### config.mk
export PLATFORM = sky130hd
export DESIGN_NAME = sli_irq_status
export DESIGN_NICKNAME = d
export VERILOG_FILES = /design/src/sli_pkg.sv /design/src/sli_link_bank.sv /design/src/sli_irq_status.sv
export SDC_FILE = /design/constraint.sdc
export NUM_CORES = 1
export LEC_CHECK = 0
export BUFFER_PORTS_ARGS = -buffer_cell sky130_fd_sc_hd__buf_2
export CAP_MARGIN = 20
export CELL_PAD_IN_SITES_DETAIL_PLACEMENT = 0
export CELL_PAD_IN_SITES_GLOBAL_PLACEMENT = 1
export CORE_UTILIZATION = 51
export CTS_BUF_LIST = sky130_fd_sc_hd__clkbuf_8 sky130_fd_sc_hd__clkbuf_16
export DETAILED_ROUTE_END_ITERATION = 16
export PLACE_DENSITY = 0.86
export SYNTH_ARGS = -nofsm -noshare
export SYNTH_HDL_FRONTEND = slang
export SYNTH_SLANG_ARGS = --single-unit
### constraint.sdc
create_clock -name clk -period 2.9 [get_ports clk]
set_clock_uncertainty 0.2 [all_clocks]
set_input_delay 0.145 -clock clk [delete_from_list [all_inputs] [get_ports clk]]
set_output_delay 0.145 -clock clk [all_outputs]
set_load 0.02 [all_outputs]
### src/sli_pkg.sv
// Constants shared by the serial link interrupt status block and its per-link bank.
// Assumes an 8-bit register port with 12-bit addresses and two banked links.
package sli_pkg;

  // ==========================================================================
  // Sizes
  localparam int NUM_LINKS    = 2;
  localparam int LINK_W       = 1;
  localparam int ADDR_W       = 12;
  localparam int DATA_W       = 8;
  localparam int CFG_BYTES    = 14;
  localparam int CFG_IDX_W    = 4;
  localparam logic [CFG_IDX_W-1:0] CFG_LAST_IDX = 4'hD;

  // ==========================================================================
  // Register map
  localparam logic [ADDR_W-1:0] ADDR_LINK_PAGE = 12'h300;
  localparam logic [ADDR_W-1:0] ADDR_CFG_FIRST = 12'h450;
  localparam logic [ADDR_W-1:0] ADDR_CFG_LAST  = 12'h45D;
  localparam logic [ADDR_W-1:0] ADDR_EN_A      = 12'h4B8;
  localparam logic [ADDR_W-1:0] ADDR_EN_B      = 12'h4B9;
  localparam logic [ADDR_W-1:0] ADDR_STAT_A    = 12'h4BA;
  localparam logic [ADDR_W-1:0] ADDR_STAT_B    = 12'h4BB;
  localparam logic [ADDR_W-1:0] ADDR_ROUTE     = 12'h4BC;

  // ==========================================================================
  // Field layout and reset values
  localparam int BIT_BAD_DISPARITY  = 7;
  localparam int BIT_NOT_IN_TABLE   = 6;
  localparam int BIT_UNEXPECTED_K   = 5;
  localparam int BIT_LANE_DESKEW    = 4;
  localparam int BIT_INIT_LANE_SYNC = 3;
  localparam int BIT_CHECKSUM_GOOD  = 2;
  localparam int BIT_FRAME_SYNC     = 1;
  localparam int BIT_CODE_GRP_SYNC  = 0;
  localparam int BIT_CFG_MISMATCH   = 0;
  localparam int BIT_PIN_SELECT     = 0;
  localparam int BIT_LINK_PAGE      = 0;

  localparam logic [DATA_W-1:0] REG_RESET  = 8'h00;
  localparam logic [DATA_W-1:0] MASK_B     = 8'h01;
  localparam logic [DATA_W-1:0] MASK_ROUTE = 8'h01;
  localparam logic [DATA_W-1:0] MASK_PAGE  = 8'h01;

endpackage

### src/sli_link_bank.sv
// One link's copy of the event enables, sticky event status and expected lane-0 configuration.
// Assumes the top decodes the link page and presents register writes with bankSel.
`timescale 1ns/10ps

module sli_link_bank
  import sli_pkg::*;
(
  input  wire logic              clk,
  input  wire logic              sys_rst,
  input  wire logic              bankSel,
  input  wire logic              regWrEn,
  input  wire logic [ADDR_W-1:0] regAddr,
  input  wire logic [DATA_W-1:0] regWrData,
  input  wire logic [DATA_W-1:0] eventPulse,
  input  wire logic              lane0IlasValid,
  input  wire logic [CFG_IDX_W-1:0] lane0IlasIndex,
  input  wire logic [DATA_W-1:0] lane0IlasByte,
  output logic      [DATA_W-1:0] enableA,
  output logic      [DATA_W-1:0] enableB,
  output logic      [DATA_W-1:0] statusA,
  output logic      [DATA_W-1:0] statusB,
  output logic      [DATA_W-1:0] cfgRdByte,
  output logic                   irqReq
);

  // ==========================================================================
  // Decode
  logic [DATA_W-1:0]    enableA_r, enableB_r, statusA_r, statusB_r;
  logic [DATA_W-1:0]    statusA_nxt, statusB_nxt;
  logic [DATA_W-1:0]    cfgExp_r [CFG_BYTES];
  logic                 wrHit, wrEnA, wrEnB, wrStatA, wrStatB, wrCfg, inCfg;
  logic [CFG_IDX_W-1:0] cfgIdx;
  logic                 ilasIdxOk, mismatch;
  logic [DATA_W-1:0]    cfgAtIlas, clrA, clrB;

  assign wrHit   = regWrEn & bankSel;
  assign wrEnA   = wrHit && (regAddr == ADDR_EN_A);
  assign wrEnB   = wrHit && (regAddr == ADDR_EN_B);
  assign wrStatA = wrHit && (regAddr == ADDR_STAT_A);
  assign wrStatB = wrHit && (regAddr == ADDR_STAT_B);
  assign inCfg   = (regAddr >= ADDR_CFG_FIRST) && (regAddr <= ADDR_CFG_LAST);
  assign wrCfg   = wrHit && inCfg;
  assign cfgIdx  = CFG_IDX_W'(regAddr - ADDR_CFG_FIRST);

  // ==========================================================================
  // Expected configuration and lane-0 comparison
  genvar g;
  generate
    for (g = 0; g < CFG_BYTES; g++) begin : gCfg
      always_ff @(posedge clk) begin
        if (sys_rst) begin
          cfgExp_r[g] <= REG_RESET;
        end else if (wrCfg && (cfgIdx == CFG_IDX_W'(g))) begin
          cfgExp_r[g] <= regWrData;
        end
      end
    end
  endgenerate

  assign cfgRdByte = inCfg ? cfgExp_r[cfgIdx] : REG_RESET;

  assign ilasIdxOk = lane0IlasIndex <= CFG_LAST_IDX;
  assign cfgAtIlas = ilasIdxOk ? cfgExp_r[lane0IlasIndex] : lane0IlasByte;
  assign mismatch  = lane0IlasValid && ilasIdxOk && (lane0IlasByte != cfgAtIlas);

  // ==========================================================================
  // Sticky status, write one to clear; a new event beats a clear.
  assign clrA = wrStatA ? regWrData : REG_RESET;
  assign clrB = wrStatB ? regWrData : REG_RESET;

  assign statusA_nxt = (statusA_r & ~clrA) | eventPulse;
  assign statusB_nxt = ((statusB_r & ~clrB) | (DATA_W'(mismatch) << BIT_CFG_MISMATCH)) & MASK_B;

  always_ff @(posedge clk) begin
    if (sys_rst) begin
      enableA_r <= REG_RESET;
      enableB_r <= REG_RESET;
      statusA_r <= REG_RESET;
      statusB_r <= REG_RESET;
    end else begin
      if (wrEnA) begin
        enableA_r <= regWrData;
      end
      if (wrEnB) begin
        enableB_r <= regWrData & MASK_B;
      end
      statusA_r <= statusA_nxt;
      statusB_r <= statusB_nxt;
    end
  end

  assign enableA = enableA_r;
  assign enableB = enableB_r;
  assign statusA = statusA_r;
  assign statusB = statusB_r;
  assign irqReq  = (|(statusA_r & enableA_r)) | (|(statusB_r & enableB_r));

endmodule // sli_link_bank

### src/sli_irq_status.sv
// Serial link receiver interrupt status: link page, banked event registers, pin routing.
// Assumes an 8-bit register port synchronous to clk and one-cycle event pulses per link.
`timescale 1ns/10ps

module sli_irq_status
  import sli_pkg::*;
(
  input  wire logic                          clk,
  input  wire logic                          sys_rst,
  input  wire logic [ADDR_W-1:0]             regAddr,
  input  wire logic [DATA_W-1:0]             regWrData,
  input  wire logic                          regWrEn,
  input  wire logic                          regRdEn,
  output logic      [DATA_W-1:0]             regRdData,
  output logic                               regRdValid,
  input  wire logic [NUM_LINKS*DATA_W-1:0]   eventPulse,
  input  wire logic [NUM_LINKS-1:0]          lane0IlasValid,
  input  wire logic [NUM_LINKS*CFG_IDX_W-1:0] lane0IlasIndex,
  input  wire logic [NUM_LINKS*DATA_W-1:0]   lane0IlasByte,
  output logic                               irqPin0,
  output logic                               irqPin1
);

  // ==========================================================================
  // Global registers
  logic [DATA_W-1:0] linkPage_r, route_r, rdData_r, rdData_nxt;
  logic              rdValid_r, irqPin0_r, irqPin1_r;
  logic [LINK_W-1:0] pageIdx;
  logic              wrPage, wrRoute, irqAny, pinSel;

  assign wrPage  = regWrEn && (regAddr == ADDR_LINK_PAGE);
  assign wrRoute = regWrEn && (regAddr == ADDR_ROUTE);
  assign pageIdx = linkPage_r[BIT_LINK_PAGE +: LINK_W];
  assign pinSel  = route_r[BIT_PIN_SELECT];

  // ==========================================================================
  // Link banks
  logic [DATA_W-1:0]    bankEnA   [NUM_LINKS];
  logic [DATA_W-1:0]    bankEnB   [NUM_LINKS];
  logic [DATA_W-1:0]    bankStatA [NUM_LINKS];
  logic [DATA_W-1:0]    bankStatB [NUM_LINKS];
  logic [DATA_W-1:0]    bankCfg   [NUM_LINKS];
  logic [NUM_LINKS-1:0] bankIrq;

  genvar l;
  generate
    for (l = 0; l < NUM_LINKS; l++) begin : gLink
      sli_link_bank uBank (
        .clk            (clk),
        .sys_rst        (sys_rst),
        .bankSel        (pageIdx == LINK_W'(l)),
        .regWrEn        (regWrEn),
        .regAddr        (regAddr),
        .regWrData      (regWrData),
        .eventPulse     (eventPulse[l*DATA_W +: DATA_W]),
        .lane0IlasValid (lane0IlasValid[l]),
        .lane0IlasIndex (lane0IlasIndex[l*CFG_IDX_W +: CFG_IDX_W]),
        .lane0IlasByte  (lane0IlasByte[l*DATA_W +: DATA_W]),
        .enableA        (bankEnA[l]),
        .enableB        (bankEnB[l]),
        .statusA        (bankStatA[l]),
        .statusB        (bankStatB[l]),
        .cfgRdByte      (bankCfg[l]),
        .irqReq         (bankIrq[l])
      );
    end
  endgenerate

  // ==========================================================================
  // Read path; unmapped addresses read as zero.
  logic inCfg;
  assign inCfg = (regAddr >= ADDR_CFG_FIRST) && (regAddr <= ADDR_CFG_LAST);

  assign rdData_nxt = (regAddr == ADDR_LINK_PAGE) ? linkPage_r :
                      (regAddr == ADDR_ROUTE)     ? route_r :
                      (regAddr == ADDR_EN_A)      ? bankEnA[pageIdx] :
                      (regAddr == ADDR_EN_B)      ? bankEnB[pageIdx] :
                      (regAddr == ADDR_STAT_A)    ? bankStatA[pageIdx] :
                      (regAddr == ADDR_STAT_B)    ? bankStatB[pageIdx] :
                      inCfg                       ? bankCfg[pageIdx] :
                                                    REG_RESET;

  // Every link feeds the request, not only the paged one, so a paged-away link is never masked.
  assign irqAny = |bankIrq;

  always_ff @(posedge clk) begin
    if (sys_rst) begin
      linkPage_r <= REG_RESET;
      route_r    <= REG_RESET;
      rdData_r   <= REG_RESET;
      rdValid_r  <= 1'b0;
      irqPin0_r  <= 1'b0;
      irqPin1_r  <= 1'b0;
    end else begin
      if (wrPage) begin
        linkPage_r <= regWrData & MASK_PAGE;
      end
      if (wrRoute) begin
        route_r <= regWrData & MASK_ROUTE;
      end
      rdValid_r <= regRdEn;
      if (regRdEn) begin
        rdData_r <= rdData_nxt;
      end
      irqPin0_r <= irqAny & ~pinSel;
      irqPin1_r <= irqAny & pinSel;
    end
  end

  assign regRdData  = rdData_r;
  assign regRdValid = rdValid_r;
  assign irqPin0    = irqPin0_r;
  assign irqPin1    = irqPin1_r;

endmodule // sli_irq_status

# Yosys cells after proc, flatten, opt, wreduce, memory -nomap -nowiden
# Memories as Yosys holds them, arrays and structs flattened.
# Cells that the tools add are included.
word_totals:
  ff_bits: 49
  latch_bits: 0
  mem_bits_rw: 224
  rom_bits: 0
  input_bits: 66
  out_inout_bits: 11
  wordCells: 289
  memories: 2
op_classes:
  add_sub_neg: 1
  n_mul: 0
  div: 0
  order_cmp: 5
  n_eq_ne: 21
  n_shift: 0
  mux: 142
  bitwise_logic: 53
  reduce_logical: 51
memory_table:
  columns: ["name", "words", "word_bits", "rd", "rd_ports_with_merged_regs", "write_ports", "line_no", "text"]
  rows:
  - ["gLink[0].uBank.cfgExp_r", 14, 8, 2, 0, 14, "sli_link_bank.sv:30", "logic [DATA_W-1:0] cfgExp_r [CFG_BYTES];"]
  - ["gLink[1].uBank.cfgExp_r", 14, 8, 2, 0, 14, "sli_link_bank.sv:30", null]
op_table:
  columns: ["operator", "n"]
  rows:
  - ["8-bit two-way mux", 52]
  - ["1-bit two-way mux", 90]
  - ["12-bit by 11-bit equality test with 1-bit output (second input constant)", 5]
  - ["1-bit logical AND", 45]
  - ["8-bit AND", 4]
  - ["1-bit bitwise OR", 32]
  - ["8-bit OR reduction", 4]
  - ["4-bit equality test (second input constant)", 6]
  - ["4-bit by 3-bit equality test with 1-bit output (second input constant)", 4]
  - ["8-bit != test", 2]
  - ["8-bit NOT", 2]
  - ["8-bit bitwise OR", 2]
  - ["12-bit by 10-bit equality test with 1-bit output (second input constant)", 1]
  - ["12-bit by 11-bit >= comparator with 1-bit output (second input constant)", 1]
  - ["12-bit by 11-bit less-or-equal comparator with 1-bit output (second input constant)", 1]
  - ["1-bit AND", 8]
  - ["4-bit by 2-bit equality test with 1-bit output (second input constant)", 2]
  - ["4-bit less-or-equal comparator (second input constant)", 2]
  - ["4-bit by 1-bit equality test with 1-bit output (second input constant)", 1]
  - ["4-bit logical NOT", 1]
  - ["1-bit NOT", 4]
  - ["4-bit by 1-bit subtractor with 4-bit output (second input constant)", 1]
  - ["2-bit >= comparator (second input constant)", 1]
  - ["1-bit NOT with 2-bit output", 1]
  - ["2-bit OR reduction", 1]

# Depth between registers and ports, before layout
# Gate-level depths: netlist of run 1.
# An unclocked memory read counts as a cell.
logic_depth:
  word_depth: 12
  ltp_mapped: 10
  depth_no_buf: 7

# By module
# Synthesis of run 1 repeated with hierarchy kept, for this count alone.
unflattened:
  hier_cells: 1250
  area_unflattened_um2: 15939.0
by_module_without_submodules:
  columns: ["mod", "instances", "cells_per_inst", "area_each_um2", "seq_area_each_um2"]
  rows:
  - ["sli_link_bank at gLink[1].uBank", 1, 532, 7278.2, 3723.6]
  - ["sli_link_bank at gLink[0].uBank", 1, 547, 7208.2, 3723.6]
  - ["sli_irq_status", 1, 171, 1452.6, 260.2]

# Worst setup path before layout of run 1
# No wires, ideal clock.
synth_timing:
  path_kind: "input port to flip-flop"
  start: "input port lane0IlasIndex[2]"
  end: "register gLink[0].uBank.statusB_r[0]"
  setup_time_ns: 0.127
  arrival_time_ns: 1.955
  required_ns: 2.573
  slack_ns: 0.618
  stages: 8
  path_buffers: 1
  path_cell_list: "buf_1 > mux4_2 > xor2_1 > nor3_2 > nand3_1 > a2111oi_2 > nor3_1 > or3_1"
synth_between:
  elab_chain_len: 5
  elab_cells_between_ends: 7
  cone_classes: "order compare: 1; eq/ne: 1; mux: 1; bitwise: 1; reduce/logical: 2; memory: 1"
synth_rtl:
  columns: ["element", "line_no", "text"]
  rows:
  - ["from (decl)", "sli_irq_status.sv:18", "input wire logic [NUM_LINKS*CFG_IDX_W-1:0] lane0IlasIndex,"]
  - ["memory read 14 x 8 bit / 4-bit less-or-equal comparator (equally long branches)", null, null]
  - ["8-bit two-way mux", "sli_link_bank.sv:63", "assign cfgAtIlas = ilasIdxOk ? cfgExp_r[lane0IlasIndex] : lane0IlasByte;"]
  - ["8-bit != test", "sli_link_bank.sv:64", "assign mismatch = lane0IlasValid && ilasIdxOk && (lane0IlasByte != cfgAtIlas);"]
  - ["1-bit logical AND *", "sli_link_bank.sv:64", null]
  - ["1-bit bitwise OR *", "sli_link_bank.sv:72", "assign statusB_nxt = ((statusB_r & ~clrB) | (DATA_W'(mismatch) << BIT_CFG_MISMATCH)) & MASK_B;"]
  - ["to (signal assigned)", "sli_link_bank.sv:88", "statusB_r <= statusB_nxt;"]
  - ["to (decl)", "sli_link_bank.sv:28", "logic [DATA_W-1:0] enableA_r, enableB_r, statusA_r, statusB_r;"]
# Every way passes the cells marked *; elsewhere a longest branch is shown, timed or not.
# A chain may end at the register's enable or synchronous reset.

==> results of run 1 <==
-- power breakdown --
group / internal (mW) / switching [mW]
Sequential: 4.38 / 0.108
Clock: 2.15 / 1.53
Combinational: 0.453 / 0.584
-- through the flow --
stage | instance area [sq um] | cells | hold WS (ps)
2_1_floorplan | 14990 | 1195 | 62.43
3_3_place_gp | 15830 | 1609 | 148.9
3_5_place_dp | 15830 | 1609 | 157.4
4_1_cts | 17190 | 1703 | 2.741
5_1_grt | 17220 | 1703 | 50.53
6_report | 17220 | 1703 | 6.244
-- how the worst max path moves through the flow --
stage                                           end  cells past startpoint
after global routing      gLink[1].uBank.statusB[0]                      8
final                     gLink[1].uBank.statusB[0]                      7
after CTS                 gLink[1].uBank.statusB[0]                      7
after global placement                 regRdData[3]                      8
after floorplan           gLink[0].uBank.statusB[0]                      8
after detailed placement               regRdData[5]                      8
-- state kept, by name (all words and copies together), names as in the netlist --
register,count
irqPin0,1
regRdData,8
gLink.uBank.cfgExp_r,224
gLink.uBank.statusB,2
linkPage_r,1
irqPin1,1
gLink.uBank.enableA,16
gLink.uBank.enableB,2
regRdValid,1
gLink.uBank.statusA,16
route_r,1
-- area by class of cell --
cell class	instances	area share
Sequential cell	273	0.4478
Multi-Input combinational cell	827	0.4002
Timing Repair Buffer	164	0.06919
Clock buffer	27	0.03925
Tap cell	384	0.02791
Clock inverter	23	0.01454
Inverter	5	0.001090
-- cells in the final DEF, fill, tap and decap left out, drive strengths merged, types with 34 or more instances in the layout --
master	netlist	final
nor2	80	80
buf	31	120
dlygate4sd3	0	44
dfxtp	49	49
edfxtp	224	224
mux2i	66	66
o21ai	34	34
mux4	87	87
and2	230	230
nand2	59	59
a21oi	55	55
-- kinds of logic (layout without fill, tap and decap cells) --
family          count (synthesis)  after routing  synth area share
buf+inv                        95            219           0.02812
xor+xnor                       45             45           0.02629
flops                         273            273            0.5141
simple gates                  422            422            0.1577
mux                           173            173            0.1923
compound gates                187            187           0.08153
-- layer usage --
metal  track usage  up-vias
met5             0        -
met4       0.08776        0
met3       0.05658       68
met2        0.4344      547
met1        0.4012     5242
li1              -     4666
-- tightest hold or removal path, stage by stage --
cell and delay (ps):
buf_2 150, xor2_1 150, nor4_1 60, nor3_1 110, or3_1 110
-- repair_timing --
| action | in CTS | in global routing |
|---|---|---|
| endpoints found under the hold margin | 40 | 0 |
| endpoints found under the setup margin | 0 | 1 |
| gates resized for setup | 0 | 4 |
| hold buffers | 44 | 0 |
==> results.json, run 1 <==
{
  "outcome": "finished, final reports clean",
  "finalPower_mw": 9.210,
  "hold_depth": 5,
  "drv_cap": 0,
  "crit_required_ps": 3120,
  "synth_top_cell_area_share": 0.4486,
  "fillers": 2196,
  "cts_tree": "yes",
  "start_util": 0.5210,
  "register_area_sq_um": 7709,
  "crit_chain": "mux4_2 -> xor2_1 -> o41ai_2 -> a31oi_1 -> o31ai_1 -> dlygate4sd3_1 -> o211ai_1",
  "dieWidth_um": 173.5,
  "cp_max_fo": 2,
  "timing.rr.end": "gLink[1].uBank.statusB[0]",
  "crit_buf_inv": 1,
  "dr.pass1.iters": 5,
  "grt_max_degree": 57,
  "reg2reg_from": "gLink[1].uBank.cfgExp_r[3][2]",
  "async_flop_share": 0,
  "critPathLaunch": "gLink[1].uBank.cfgExp_r[3][2]",
  "cts_root_buf": "clkbuf_16",
  "drt-met1-wl_um": 17470,
  "power_leakage_nw": 6.238,
  "io_buffer_count": 76,
  "min_path_type": "in2reg",
  "critPathLaunchType": "register",
  "netlist_instances": 1195,
  "synth_seq_cells": 273,
  "rsz0062_at_grt": "false",
  "drive_above_1_share": 0.2244,
  "hpwl_um": 29430,
  "multi_input_area_sq_um": 6890,
  "antenna_found_initial": 0,
  "synth_area_per_cell_sq_um": 12.55,
  "grt_pass1_vias": 10300,
  "htree_levels": 1,
  "tightest_slew_ps": 784.3,
  "n_antenna_cell": 0,
  "die_h_um": 173.5,
  "whs_endpoint": "gLink[0].uBank.statusB[0]",
  "grt_usage": 0.2811,
  "cts_setup_buffers": 0,
  "grt_remaining_overflow": 0,
  "synth_area_leaders": "edfxtp_1 (45%), mux4_2 (12%), and2_1 (9.6%), dfxtp_1 (6.5%), mux2i_1 (4.4%)",
  "arrival_ps": 2990,
  "worst_path_max_delay_cell": "dlygate4sd3_1",
  "place.gp.congestion": 0.9381,
  "vias": 10520,
  "dp_slack_ps": 132.3,
  "synth_top_flop_cell": "edfxtp_1",
  "drt_wl_total_um": 41870,
  "setup_tns_ps": 0,
  "period_minus_slack_ps": 2768,
  "placementRows": 62,
  "crit_type": "reg2reg",
  "hold_viol": 0,
  "grt_pass1_wl_um": 63740,
  "irDropWorstVdd_mv": 0.5467,
  "synth_edf_count": 224,
  "slew_headroom": 0.4747,
  "clk_pin_slew_ps": 70,
  "route.top_layer_used": "met4",
  "fin_crit_sh": 0.9544,
  "yosysTopAreaCell": "edfxtp_1",
  "dr_wl_met2_um": 19250,
  "synth_commonest_cells": "and2_1 (230), edfxtp_1 (224), mux4_2 (78), nor2_1 (69), mux2i_1 (66)",
  "clockBufferDepth": 3,
  "wl_per_cell_um": 24.59,
  "finish.utilization": 0.5982,
  "r2r_cells": 7,
  "cp-end-kind": "register",
  "syn_area_sq_um": 14990,
  "numCtsBuffers": 27,
  "setup_violations": 0,
  "via_per_inst": 6.179,
  "die_area_sq_um": 30090,
  "reg2reg_setup_slack_ps": 130,
  "clk_latency_ps": 550,
  "drt.antenna.violating_nets": 0,
  "ios": 77,
  "fin_ws_ps": 132.3,
  "worstHoldStart": "lane0IlasByte[7]",
  "yosysSeqAreaShare": 0.5141,
  "synth_warnings": 0,
  "drt-initial-drc-count": 1077,
  "wl_met3_um": 3931,
  "ys_types": 57,
  "yosysMostFrequentCell": "and2_1",
  "area_growth_pct": 14.82,
  "cts_sinks": 273,
  "power.density_nw_per_um2": 535.0,
  "drv_slew": 0,
  "fmax_ghz": 0.3613,
  "critPathTopFamily": "compound AO/OA/AOI/OAI gates",
  "synth_nets": 1261,
  "slowest_delay_ps": 580,
  "nets": 1364,
  "coreArea_sq_um": 28780,
  "route.detailed.drc": 0
}
Note: power is estimated with default switching activity, not from simulation.
==> run 2, diff against run 1 <==
- SETUP_SLACK_MARGIN: default -> 0.15
==> results.json, run 2 (same netlist as run 1, synthesis figures left out) <==
{
  "crit_chain": "mux4_2 -> a22oi_1 -> o211ai_1 -> a21oi_1 -> o21ai_0 -> o2bb2ai_1 -> dlygate4sd3_1",
  "final_cells": 1704,
  "tightest_slew_ps": 793.8,
  "hold_viol": 0,
  "grt_pass1_vias": 10320,
  "layout_common_cells": "and2_1 (230), edfxtp_1 (224), mux4_2 (78)",
  "grt_usage": 0.2814,
  "drive_above_1_share": 0.2220,
  "cp_max_fo": 2,
  "slowest_delay_ps": 550,
  "regMostFlops": "gLink.uBank.cfgExp_r",
  "die_area_sq_um": 30090,
  "cts_tree": "yes",
  "slew_headroom": 0.4684,
  "switching_share": 0.2406,
  "fillers": 2200,
  "clk_pin_slew_ps": 70,
  "drv_cap": 0,
  "drt-initial-drc-count": 1084,
  "start_util": 0.5210,
  "n_antenna_cell": 0,
  "rsz0062_at_grt": "false",
  "setup_tns_ps": 0,
  "fin_area_sq_um": 17210,
  "grt_max_degree": 57,
  "route.detailed.drc": 0,
  "fmax_ghz": 0.3726,
  "layout_commonest_cell": "and2_1",
  "htree_levels": 1,
  "intPower_mw": 6.985,
  "pwr-share-clk": 0.399,
  "cp-end-kind": "register",
  "period_minus_slack_ps": 2684,
  "vias": 10560,
  "crit_buf_inv": 1,
  "cts_sinks": 273,
  "r2r_cells": 7,
  "drt_wl_total_um": 41860,
  "antenna_found_initial": 0,
  "reg2reg_setup_slack_ps": 220,
  "numCtsBuffers": 27,
  "io_buffer_count": 76,
  "finish.utilization": 0.5981,
  "worst_path_max_delay_cell": "dlygate4sd3_1",
  "coreArea_sq_um": 28780,
  "switchingPower_mw": 2.213,
  "area_growth_pct": 14.80,
  "nets": 1365,
  "arrival_ps": 2910,
  "setup_violations": 0,
  "reg2reg_from": "gLink[1].uBank.cfgExp_r[11][0]",
  "clk_latency_ps": 540,
  "finalPower_mw": 9.198,
  "critPathLaunch": "gLink[1].uBank.cfgExp_r[11][0]",
  "grt_pass1_wl_um": 63790,
  "min_path_type": "in2reg",
  "worstHoldStart": "lane0IlasByte[7]",
  "via_per_inst": 6.200,
  "combPwrFrac": 0.112,
  "dr.pass1.iters": 6,
  "place.gp.congestion": 0.9381,
  "hold_depth": 5,
  "dp_slack_ps": 132.3,
  "dp.cells": 1609,
  "grt_remaining_overflow": 0,
  "dieWidth_um": 173.5,
  "cts_setup_buffers": 0,
  "die_h_um": 173.5,
  "wl_per_cell_um": 24.56,
  "drt.antenna.violating_nets": 0,
  "power_leakage_nw": 6.245,
  "clockBufferDepth": 3,
  "power.density_nw_per_um2": 534.4,
  "holdWs_ps": 15.75,
  "critPathLaunchType": "register",
  "largest_reg_flops": 224,
  "hpwl_um": 29430,
  "outcome": "finished, final reports clean",
  "seq_power_share": 0.488,
  "irDropWorstVdd_mv": 0.5436,
  "cts_root_buf": "clkbuf_16",
  "critPathTopFamily": "compound AO/OA/AOI/OAI gates",
  "ios": 77,
  "placementRows": 62,
  "fin_ws_ps": 216.2,
  "place_area_sq_um": 15830,
  "drv_slew": 0,
  "whs_endpoint": "gLink[0].uBank.statusB[0]",
  "fin_crit_sh": 0.9254,
  "crit_type": "reg2reg",
  "crit_required_ps": 3130,
  "timing.rr.end": "regRdData[0]"
}
run 2: layout make-up:
cell class / instances / area, sq um / area share
Timing Repair Buffer: 165 / 1212 / 0.07044
Clock buffer: 27 / 675.6 / 0.03925
Sequential cell: 273 / 7709 / 0.4478
Inverter: 5 / 18.77 / 0.001090
Tap cell: 384 / 480.5 / 0.02791
Clock inverter: 23 / 250.2 / 0.01454
Multi-Input combinational cell: 827 / 6867 / 0.3989
run 2: worst min-delay path, cell delays in order:
cell and delay [ps]:
buf_2 150, xor2_1 150, nor4_1 60, nor3_1 110, or3_1 110
run 2: metal layers:
metal  share of wire  up-vias  GRT usage  routed length [um]
li1                -     4664          -                   -
met1            0.41     5231     0.4010               17170
met2            0.46      593     0.4349               19220
met3            0.10       76    0.05724                4222
met4           0.030        0    0.08813                1240
met5               0        -          0                   0
run 2: how the worst max path moves through the flow:
| stage | to | cells after the start |
|---|---|---|
| 6_report | regRdData[0] | 7 |
| 5_1_grt | gLink[1].uBank.statusB[0] | 8 |
| 4_1_cts | gLink[1].uBank.statusB[0] | 8 |
| 3_5_place_dp | regRdData[5] | 8 |
| 3_3_place_gp | regRdData[3] | 8 |
| 2_1_floorplan | gLink[0].uBank.statusB[0] | 8 |
run 2: power by group through the flow:
stage	combinational (mW)	sequential, mW	clock [mW]
after global routing	1.09	4.51	3.84
after CTS	1.02	4.49	3.67
after detailed placement	0.966	4.57	0
after global placement	0.958	4.56	0
final	1.03	4.49	3.67
after floorplan	0.651	4.51	0
run 2: timing repair:
| item | in CTS | in global routing |
|---|---|---|
| endpoints found under the hold margin | 40 | 0 |
| hold buffers | 45 | 0 |
| resized for setup | 0 | 4 |
| endpoints found under the setup margin | 0 | 2 |
